**src/fault_status_pkg.sv**
```systemverilog
// Constants for the fault status flag block
package fault_status_pkg;
   localparam int          STATUS_WIDTH   = 8;
   localparam int          BIT_FAULT      = 7;
   localparam int          BIT_DISCHARGE  = 6;
   localparam int          BIT_RESET_IND  = 5;
   localparam int          BIT_UNDERVOLT  = 4;
   localparam int          BIT_OVERTEMP   = 3;
   localparam logic [7:0]  STATUS_RESET   = 8'h00;
   localparam int          NUM_FAULTS     = 3;
   localparam int          SYNC_STAGES    = 2;
   typedef enum logic [1:0] {
      ST_ACTIVE = 2'b01,
      ST_ERROR  = 2'b10
   } fault_state_t;
endpackage

```
**src/fault_status_flags.sv**
```systemverilog
// Fault status flags: discharge, undervoltage, over-temperature, reset
//
// Operation
// - Discharge failure sets its flag
// - Read clears gone faults; fault-bit clear also clears only gone faults
// - Fault flag set raises alert, enters Error
// - Output below minimum sets undervoltage flag
// - Over-temperature above shutdown threshold sets flag
// - Reset bit 5, undervoltage 4, temperature 3
// - Reset indicator set at every power-up
// - Reset indicator clears on read or enable toggle
// - Reset indicator never alerts nor forces Error
// - Reset indicator kept through Sleep
// - Disabling power switch clears fault-state bit
// - Alert pin tracked apart from fault-state bit
// - Fault bit set on Error; write 0 rechecks
// - Auto recovery clears fault bit when clean
`timescale 1ns/1ns
`default_nettype none
module fault_status_flags
   import fault_status_pkg::*;
(
   input  wire logic        mclk,
   input  wire logic        reset_n,
   input  wire logic        discharge_fail_cond,
   input  wire logic        undervolt_cond,
   input  wire logic        thermal_shutdown_threshold,
   input  wire logic        other_status_set,
   input  wire logic        power_switch_enable,
   input  wire logic        auto_recovery,
   input  wire logic        sleep_active,
   input  wire logic        status_rd,
   input  wire logic        status_wr,
   input  wire logic [7:0]  status_wdata,
   input  wire logic        alert_ack,
   output logic [7:0]       status_rdata,
   output logic             status_rvalid,
   output logic             alert_n_o,
   output logic             alert_n_oe,
   output logic             error_state
);
   import fault_status_pkg::*;

   logic [1:0]            rst_sync;
   logic                  rst_n;
   logic [NUM_FAULTS-1:0] cond_s1;
   logic [NUM_FAULTS-1:0] cond_s2;
   logic [NUM_FAULTS-1:0] fault;
   logic [NUM_FAULTS-1:0] next_fault;
   logic                  reset_ind;
   logic                  next_reset_ind;
   logic                  fault_bit;
   logic                  next_fault_bit;
   logic                  enable_q;
   logic                  enable_seen;
   logic                  enable_toggle;
   logic                  clear_pending;
   logic                  next_clear_pending;
   logic                  alert;
   logic                  next_alert;
   fault_state_t          state;
   fault_state_t          next_state;
   logic [7:0]            next_rdata;
   logic                  fault_bit_clear;
   logic [NUM_FAULTS-1:0] new_set;

   // Reset released through two flops so release is clean on mclk
   always_ff @(posedge mclk or negedge reset_n) begin
      if (!reset_n) begin
         rst_sync <= 2'h0;
      end else begin
         rst_sync <= {rst_sync[0], 1'b1};
      end
   end
   assign rst_n = rst_sync[1];

   // Analog comparator levels are asynchronous to mclk
   always_ff @(posedge mclk or negedge rst_n) begin
      if (!rst_n) begin
         cond_s1 <= 3'h0;
         cond_s2 <= 3'h0;
      end else begin
         cond_s1 <= {thermal_shutdown_threshold, undervolt_cond,
                     discharge_fail_cond};
         cond_s2 <= cond_s1;
      end
   end

   always_comb begin
      fault_bit_clear = (status_wr && !status_wdata[BIT_FAULT])
                        || (enable_q && !power_switch_enable)
                        || (auto_recovery && cond_s2 == 3'h0);
      new_set = cond_s2 & ~fault;
      // Gate the first cycle so the reset value of enable_q is no toggle
      enable_toggle = enable_seen && (enable_q != power_switch_enable);
      // Index 0 discharge, 1 undervoltage, 2 over-temperature
      next_fault = fault | cond_s2;
      if (clear_pending) begin
         next_fault = (fault & cond_s2) | cond_s2;
      end
      if (fault_bit && fault_bit_clear) begin
         next_fault = cond_s2;
      end
      next_reset_ind = reset_ind;
      if (clear_pending || enable_toggle) begin
         next_reset_ind = 1'b0;
      end
      next_state     = state;
      next_fault_bit = fault_bit;
      if (new_set != 3'h0) begin
         next_state     = ST_ERROR;
         next_fault_bit = 1'b1;
      end else if (fault_bit_clear) begin
         next_fault_bit = 1'b0;
         // Recheck: stay in Error while anything still flags
         if (cond_s2 == 3'h0 && !other_status_set) begin
            next_state = ST_ACTIVE;
         end
      end
      // Alert is its own latch; the fault bit does not drive it
      next_alert = alert;
      if (new_set != 3'h0) begin
         next_alert = 1'b1;
      end else if (alert_ack) begin
         next_alert = 1'b0;
      end
      next_rdata = 8'h00;
      next_rdata[BIT_FAULT]     = fault_bit;
      next_rdata[BIT_DISCHARGE] = fault[0];
      next_rdata[BIT_RESET_IND] = reset_ind;
      next_rdata[BIT_UNDERVOLT] = fault[1];
      next_rdata[BIT_OVERTEMP]  = fault[2];
      // Clear lands the cycle after data goes out
      next_clear_pending = status_rd;
   end

   always_ff @(posedge mclk or negedge rst_n) begin
      if (!rst_n) begin
         fault         <= 3'h0;
         reset_ind     <= 1'b1;
         fault_bit     <= 1'b0;
         enable_q      <= 1'b0;
         enable_seen   <= 1'b0;
         clear_pending <= 1'b0;
         alert         <= 1'b0;
         state         <= ST_ACTIVE;
         status_rdata  <= STATUS_RESET;
         status_rvalid <= 1'b0;
         alert_n_o     <= 1'b1;
         alert_n_oe    <= 1'b0;
         error_state   <= 1'b0;
      end else begin
         fault         <= next_fault;
         reset_ind     <= next_reset_ind;
         fault_bit     <= next_fault_bit;
         enable_q      <= power_switch_enable;
         enable_seen   <= 1'b1;
         clear_pending <= next_clear_pending;
         alert         <= next_alert;
         state         <= next_state;
         status_rdata  <= status_rd ? next_rdata : status_rdata;
         status_rvalid <= status_rd;
         alert_n_o     <= 1'b0;
         alert_n_oe    <= next_alert;
         error_state   <= (next_state == ST_ERROR);
      end
   end

   // Open-drain alert only ever pulls low
   a_alert_on_fault: assert property (
      @(posedge mclk) disable iff (!rst_n)
      (new_set != 3'h0) |=> alert_n_oe)
      else $error("alert not raised after fault flag set");
   a_alert_drive: assert property (
      @(posedge mclk) disable iff (!rst_n)
      alert_n_oe |-> !alert_n_o)
      else $error("alert pin enabled while not low");
   a_reset_no_alert: assert property (
      @(posedge mclk) disable iff (!rst_n)
      (new_set == 3'h0 && !alert) |=> !alert)
      else $error("alert rose without fault flag");
   a_discharge_set: assert property (
      @(posedge mclk) disable iff (!rst_n)
      cond_s2[0] |=> fault[0])
      else $error("discharge flag not set");
   a_overtemp_set: assert property (
      @(posedge mclk) disable iff (!rst_n)
      cond_s2[2] |=> fault[2])
      else $error("over-temperature flag not set");
   a_set_wins_read: assert property (
      @(posedge mclk) disable iff (!rst_n)
      (clear_pending && cond_s2[2]) |=> fault[2])
      else $error("read lost a live over-temperature");
   a_read_clears: assert property (
      @(posedge mclk) disable iff (!rst_n)
      (clear_pending && !cond_s2[0] && !(fault_bit && fault_bit_clear))
      |=> !fault[0])
      else $error("discharge flag not cleared by read");
   a_rdata_fields: assert property (
      @(posedge mclk) disable iff (!rst_n)
      status_rd |=> (status_rdata[BIT_RESET_IND] == $past(reset_ind)
                     && status_rdata[BIT_UNDERVOLT] == $past(fault[1])
                     && status_rdata[BIT_OVERTEMP] == $past(fault[2])))
      else $error("status bits out of place");
   a_reset_ind_read: assert property (
      @(posedge mclk) disable iff (!rst_n)
      status_rd |=> ##1 !reset_ind)
      else $error("reset indicator survived read");
   a_toggle_clear: assert property (
      @(posedge mclk) disable iff (!rst_n)
      enable_toggle |=> !reset_ind)
      else $error("reset indicator survived enable toggle");
   a_clear_waits: assert property (
      @(posedge mclk) disable iff (!rst_n)
      (status_rd && !clear_pending && enable_q == power_switch_enable)
      |=> $stable(reset_ind))
      else $error("read cleared before data returned");
   a_manual_clear: assert property (
      @(posedge mclk) disable iff (!rst_n)
      (status_wr && !status_wdata[BIT_FAULT] && new_set == 3'h0)
      |=> !fault_bit)
      else $error("fault bit kept after write of zero");
   a_disable_clear: assert property (
      @(posedge mclk) disable iff (!rst_n)
      (enable_q && !power_switch_enable && new_set == 3'h0)
      |=> !fault_bit)
      else $error("fault bit kept after switch disable");
   a_auto_recover: assert property (
      @(posedge mclk) disable iff (!rst_n)
      (auto_recovery && cond_s2 == 3'h0) |=> !fault_bit)
      else $error("fault bit kept under auto recovery");
   a_error_entry: assert property (
      @(posedge mclk) disable iff (!rst_n)
      (new_set != 3'h0) |=> (fault_bit && state == ST_ERROR))
      else $error("Error state not entered on fault");
   a_sync_delay: assert property (
      @(posedge mclk) disable iff (!rst_n)
      ($rose(cond_s2[1]) && $past(cond_s1[1], 1)) |=> fault[1])
      else $error("undervoltage flag missed");
   a_sleep_keep: assert property (
      @(posedge mclk) disable iff (!rst_n)
      (sleep_active && !clear_pending && $stable(power_switch_enable)
       && enable_q == power_switch_enable) |=> $stable(reset_ind))
      else $error("reset indicator changed in Sleep");
endmodule
`default_nettype wire

```
**config.mk**
```make
export PLATFORM = sky130hd
export DESIGN_NAME = fault_status_flags
export DESIGN_NICKNAME = d
export VERILOG_FILES = /design/src/fault_status_pkg.sv /design/src/fault_status_flags.sv
export SDC_FILE = /design/constraint.sdc
export NUM_CORES = 1
export LEC_CHECK = 0
export BUFFER_PORTS_ARGS = -buffer_cell sky130_fd_sc_hd__buf_2
export CORE_MARGIN = 8
export CORE_UTILIZATION = 45
export CTS_CLUSTER_DIAMETER = 60
export DETAILED_ROUTE_END_ITERATION = 8
export PLACE_DENSITY = 0.83
export SETUP_SLACK_MARGIN = 0.2
export SLEW_MARGIN = 30
export SYNTH_ARGS = -nofsm -noshare
export SYNTH_HDL_FRONTEND = slang
export SYNTH_SLANG_ARGS = --single-unit
export TNS_END_PERCENT = 30
```
**constraint.sdc**
```tcl
create_clock -name mclk -period 1.3 [get_ports mclk]
set_input_delay 0.26 -clock mclk [delete_from_list [all_inputs] [get_ports mclk]]
set_output_delay 0.26 -clock mclk [all_outputs]
set_load 0.02 [all_outputs]
```
==> reports/results.ini, run 1 <==
[run_status]
status = finished, violations left
violations = setup timing

[drt]
drt_iter0_markers = 8
via_per_inst = 4.58
wirelength_mm = 1.50
drc = 0
detail_route.first_pass.iterations = 4
wl_per_cell_um = 12.2
num_vias = 563
ant_nets = 0

[pwr]
power_frac_clock = 0.250
power_density_mw_per_mm2 = 1250
switching_share = 0.238
p_leak_nw = 0.587
power.switching_mw = 0.362
seqPwrFrac = 0.593
ir_drop_mv = 0.941
combPwrFrac = 0.157
power.total_mw = 1.52
p_int_mw = 1.16

[worst_setup_path]
cp_top_family = simple AND/OR/NAND/NOR gates
cpPeakStageDelay_ns = 0.59
slowest_stage = or4b_4
crit_chain = or4b_4 -> a31oi_4 -> o31ai_1
critPathBufInv = 0
crit_type = reg2reg
startpoint_type = flop
cp-end-kind = flop
cp.arrival_ns = 1.60
cp_data_required_time_ns = 1.50
crit_path_max_fanout = 3

[sta]
hold_viol_final = 0
period_needed_ns = 1.40
period_share = 1.08
final.setup.worst_slack_ns = -0.103
slew_viol_final = 0
fmax_mhz = 713
rsz0062_at_grt = yes
holdWs_ns = 0.0452
tns_ns = -0.616
setup_viol = 7
finalClockSkew_ns = 0.00831

[global_route]
grt_util_all_layers = 0.0885
grt_pass1_wl_mm = 2.51
grt.overflow.total = 0
grt_pass1_vias = 655
antenna_found_initial = 0
grt_max_degree = 25

[clocking]
clk_latency_ns = 0.31
root_buffer = clkbuf_4
cts_tree = built
numCtsBuffers = 3
cts_buffer_depth = 2
cts.sinks = 26
htreeDepth = 1
clkTransAtPathRegs_ns = 0.13

[die]
io_pins = 32
die_w_um = 61.9
fp.coreArea_sq_mm = 0.00198
start_util = 0.479
die_area_sq_mm = 0.00383
rows = 16
die_h_um = 61.9

[cells_and_area]
syn_to_final_growth_pct = 28.2
drive_gt1_frac = 0.438
finalNetCount = 118
layout_common_cells = 22 x dfrtp_1, 11 x inv_1, 11 x buf_2, 9 x buf_6, 6 x conb_1
instances_no_fill = 123
layout_commonest_cell = dfrtp_1
antennaDiodeCount = 0

[hold_path]
hp-class = in2reg

[placed_design]
gp_congestion = 0.700
hpwl_mm = 1.23
port_buffers = 20
place_inst = 118

[yosys]
ys_types = 18
synth-seq-area-share = 0.690
netlist_area_sq_um = 948
netlist_instances = 65
yosys_warnings = 0
syn_avg_cell_area_sq_um = 14.6
ys_seq_elements = 26

[run]
maxCapViolCount = 0

stage by stage:
stage | util | area [sq um] | setup WS, ns
6_report | 0.614 | 1220 | -0.103
5_1_grt | 0.614 | 1220 | -0.151
4_1_cts | 0.610 | 1210 | -0.104
3_5_place_dp | 0.561 | 1110 | -0.0895
3_3_place_gp | 0.561 | 1110 | -0.0656
2_1_floorplan | - | 963 | -0.0720
worst paths after layout:
kind	start	to	slack [ns]	depth (start not counted)
worst max-delay path	cond_s2[1]$_DFF_PN0_	error_state$_DFF_PN0_	-0.10	3
worst min-delay path	discharge_fail_cond	cond_s1[0]$_DFF_PN0_	0.05	1
worst max register to register	cond_s2[1]$_DFF_PN0_	error_state$_DFF_PN0_	-0.10	3
worst min register to register	rst_sync[1]$_DFF_PN0_	cond_s2[0]$_DFF_PN0_	0.21	1
max in group asynchronous	rst_sync[1]$_DFF_PN0_	state[0]$_DFF_PN1_	0.80	1
min in group asynchronous	rst_sync[1]$_DFF_PN0_	cond_s2[0]$_DFF_PN0_	0.21	1
sequential cells by signal (all words and copies together), names as in the netlist, 2 cells and up:
register	flops
fault	3
state	2
status_rdata	5
cond_s1	3
cond_s2	3
rst_sync	2
routing by layer:
layer	share of wire	global-route usage
met2	0.49	0.146
met4	0.0060	0.0552
met5	0	0
met3	0.090	0.0247
met1	0.41	0.0981
layout make-up:
type                            count  area, sq um
Sequential cell                    26          656
Multi-Input combinational cell     29          245
Inverter                           11         41.3
Tap cell                           27         33.8
Fill cell                         168          766
Clock buffer                        4         36.3
Timing Repair Buffer               26          204
synth_stat cells, drive strengths merged:
master	instances	area share
or4b	1	0.015
o21ai	3	0.016
dfstp	3	0.083
nor2b	1	0.0066
a222oi	1	0.011
o31ai	4	0.032
inv	11	0.044
or4	1	0.0079
or2b	1	0.0092
a31oi	2	0.045
nor3b	1	0.0079
dfrtp	23	0.61
o21a	1	0.0079
ha	1	0.013
mux2	5	0.059
conb	2	0.0079
nand3	1	0.0053
buf	3	0.024
power groups by stage:
stage	registers, mW	clock network, mW	logic [mW]
floorplan	0.953	0	0.0856
global placement	0.906	0	0.200
detailed placement	0.911	0	0.207
CTS	0.902	0.403	0.240
global route	0.910	0.419	0.261
finish	0.900	0.380	0.238
logic make-up (layout without fill, tap and decap cells):
| kind of cell | count (synthesis) | count (layout) | synth area share |
|---|---|---|---|
| compound gates | 11 | 11 | 0.111 |
| fa+ha+maj | 1 | 1 | 0.0132 |
| buf+inv | 14 | 41 | 0.0673 |
| flops | 26 | 26 | 0.690 |
| mux | 5 | 5 | 0.0594 |
| other cells | 2 | 6 | 0.00792 |
| simple gates | 6 | 6 | 0.0515 |
timing repair:
item,CTS,global route
pin swaps,1,2
setup buffers,0,0
cloned,0,0
resized for setup,17,4
endpoints found under the hold margin,2,0
hold buffers,1,0
endpoints found under the setup margin,17,17
(Power assumes the default switching activity.)
==> run 2: changes to the inputs <==
--- a/config.mk
+++ b/config.mk
@@ -10,6 +10,7 @@
 export CORE_UTILIZATION = 45
 export CTS_CLUSTER_DIAMETER = 60
 export DETAILED_ROUTE_END_ITERATION = 8
+export GPL_TIMING_DRIVEN = 0
 export PLACE_DENSITY = 0.83
 export SETUP_SLACK_MARGIN = 0.2
 export SLEW_MARGIN = 30
==> reports/results.ini, run 2 (synthesis gave the netlist of run 1 again) <==
[run_status]
status = finished, violations left
violations = setup timing

[die]
fp.coreArea_sq_mm = 0.00198  ; unchanged
die_w_um = 61.9  ; unchanged
die_h_um = 61.9  ; unchanged
die_area_sq_mm = 0.00383  ; unchanged
io_pins = 32  ; unchanged
start_util = 0.479  ; unchanged
rows = 16  ; unchanged

[worst_setup_path]
startpoint_type = flop
crit_path_max_fanout = 3  ; unchanged
cpPeakStageDelay_ns = 0.59  ; about the same
crit_chain = or4b_4 -> a31oi_4 -> o31ai_1
critPathBufInv = 0  ; unchanged
worst-r2r-setup-slack_ns = -0.09  ; about the same
cp.arrival_ns = 1.61  ; about the same
cp_top_family = simple AND/OR/NAND/NOR gates
slowest_stage = or4b_4
cp_data_required_time_ns = 1.52  ; +0.02 ns
cp-end-kind = flop
crit_type = reg2reg

[sta]
rsz0062_at_grt = yes
final.setup.worst_slack_ns = -0.0946  ; +0.00839 ns
period_share = 1.07  ; -0.00646
tns_ns = -0.674  ; -0.0576 ns
slew_viol_final = 0  ; unchanged
period_needed_ns = 1.39  ; -0.00839 ns
finalClockSkew_ns = 0.00638  ; -0.00193 ns
fmax_mhz = 717  ; +0.60%
setup_viol = 8  ; +1
hold_viol_final = 0  ; unchanged

[cells_and_area]
finalInstanceArea_sq_mm = 0.00125  ; +3.0%
multiInputGateArea_sq_um = 245  ; unchanged
antennaDiodeCount = 0  ; unchanged
layout_common_cells = 22 x dfrtp_1, 12 x buf_2, 11 x inv_1, 9 x buf_6, 7 x buf_4
finalNetCount = 121  ; +2.5%
regArea_sq_um = 656  ; unchanged
fill_cells = 170  ; +1.2%
largest_reg_flops = 5  ; unchanged
syn_to_final_growth_pct = 32.1
drive_gt1_frac = 0.455  ; +0.0170
instances_no_fill = 126  ; +2.4%
layout_commonest_cell = dfrtp_1
regMostFlops = status_rdata

[placed_design]
hpwl_mm = 1.24  ; +1.3%
placed_cell_area_sq_mm = 0.00110  ; -1.4%
port_buffers = 20  ; unchanged
dpl_worst_slack_ns = -0.130  ; -0.0403 ns
gp_congestion = 0.744  ; +6.4%
place_inst = 116  ; -1.7%

[global_route]
busiest_layer = met2
grt_pass1_wl_mm = 2.57  ; +2.5%
antenna_found_initial = 0  ; unchanged
met2_usage = 0.154  ; +0.00739
grt_max_degree = 25  ; unchanged
grt.overflow.total = 0  ; unchanged
grt_pass1_vias = 656  ; +0.15%
use_met3 = 0.0247  ; unchanged
grt_util_all_layers = 0.0936  ; +0.00513
use_met1 = 0.102  ; +0.00373

[drt]
detail_route.first_pass.iterations = 4  ; unchanged
wl_per_cell_um = 12.5  ; +2.3%
wirelength_mm = 1.58  ; +4.8%
drc = 0  ; unchanged
drt_iter0_markers = 8  ; unchanged
via_per_inst = 4.64  ; +1.4%
ant_nets = 0  ; unchanged
num_vias = 585  ; +3.9%

[clocking]
clkTransAtPathRegs_ns = 0.13  ; about the same
cts_tree = built
cts_buffer_depth = 2  ; unchanged
clk_latency_ns = 0.32  ; about the same
htreeDepth = 1  ; unchanged
cts.sinks = 26  ; unchanged
root_buffer = clkbuf_4
numCtsBuffers = 3  ; unchanged

[pwr]
ir_drop_mv = 1.20  ; +28%
switching_share = 0.225  ; -0.0131
p_int_mw = 1.30  ; +13%
p_leak_nw = 0.610  ; +3.8%
power.switching_mw = 0.378  ; +4.6%
power_density_mw_per_mm2 = 1340  ; +7.5%
combPwrFrac = 0.140  ; -0.017
power_frac_clock = 0.318  ; +0.068
seqPwrFrac = 0.543  ; -0.050

[run]
maxCapViolCount = 0  ; unchanged

[hold_path]
hp-class = in2reg

run 2: cell types whose count changed in the layout (fill, tap and decap cells not counted):
cell and change:
buf_2 +1, buf_4 +2, bufinv_16 +1, clkbuf_8 -1
o21ai_0 -1, o21ai_1 +1
run 2: repair_timing:
item,in CTS,in global routing
endpoints found under the setup margin,17,17
setup buffers,3,2
pin swaps,2,2
hold buffers,1,0
cloned,0,0
resized for setup,17,3
hold endpoints to repair,2,0
run 2: path summary, 6_finish.rpt:
kind	start	endpoint	depth (start not counted)
hold reg to reg	rst_sync[1]$_DFF_PN0_	status_rdata[3]$_DFFE_PN0P_	0
max in group asynchronous	rst_sync[1]$_DFF_PN0_	alert_n_o$_DFF_PN1_	0
hold / removal	discharge_fail_cond	cond_s1[0]$_DFF_PN0_	1
setup / recovery	cond_s2[2]$_DFF_PN0_	fault[1]$_DFF_PN0_	3
setup reg to reg	cond_s2[2]$_DFF_PN0_	fault[1]$_DFF_PN0_	3
min in group asynchronous	rst_sync[1]$_DFF_PN0_	status_rdata[3]$_DFFE_PN0P_	0
run 2: layer usage:
layer / routed length, um / up-vias / share of wire
li1: - / 274 / -
met2: 764 / 23 / 0.49
met5: 0 / - / 0
met3: 135 / 5 / 0.086
met4: 38 / 0 / 0.024
met1: 638 / 283 / 0.41
run 2: through the flow:
stage / total power, mW / util / hold slack, ns
after floorplan: 1.04 / - / -0.0356
after global placement: 1.10 / 0.554 / 0.0452
after detailed placement: 1.11 / 0.554 / 0.0480
after CTS: 1.70 / 0.622 / 0.0224
after global routing: 1.75 / 0.632 / 0.0129
final: 1.68 / 0.632 / 0.0361
run 2: area by class of cell:
class | count | share of cell area
inverters | 11 | 0.0330
flip-flops and latches | 26 | 0.523
repair buffers | 26 | 0.161
clock buffers | 3 | 0.0180
well taps | 27 | 0.0270
plain buffers | 3 | 0.0180
multi-input cells | 29 | 0.196
clock inverters | 1 | 0.0240
run 2: power by group through the flow:
stage                     combinational (mW)  clock (mW)  sequential, mW
after global routing                   0.254       0.575           0.925
after floorplan                       0.0856           0           0.953
after global placement                 0.178           0           0.921
after CTS                              0.226       0.559           0.916
after detailed placement               0.185           0           0.926
final                                  0.235       0.534           0.913
run 2: worst register-to-register path: cells and delay by family (launching register included):
kind            cells  cell delay (ns)
simple gates        1             0.59
flops               1             0.41
compound gates      2             0.31
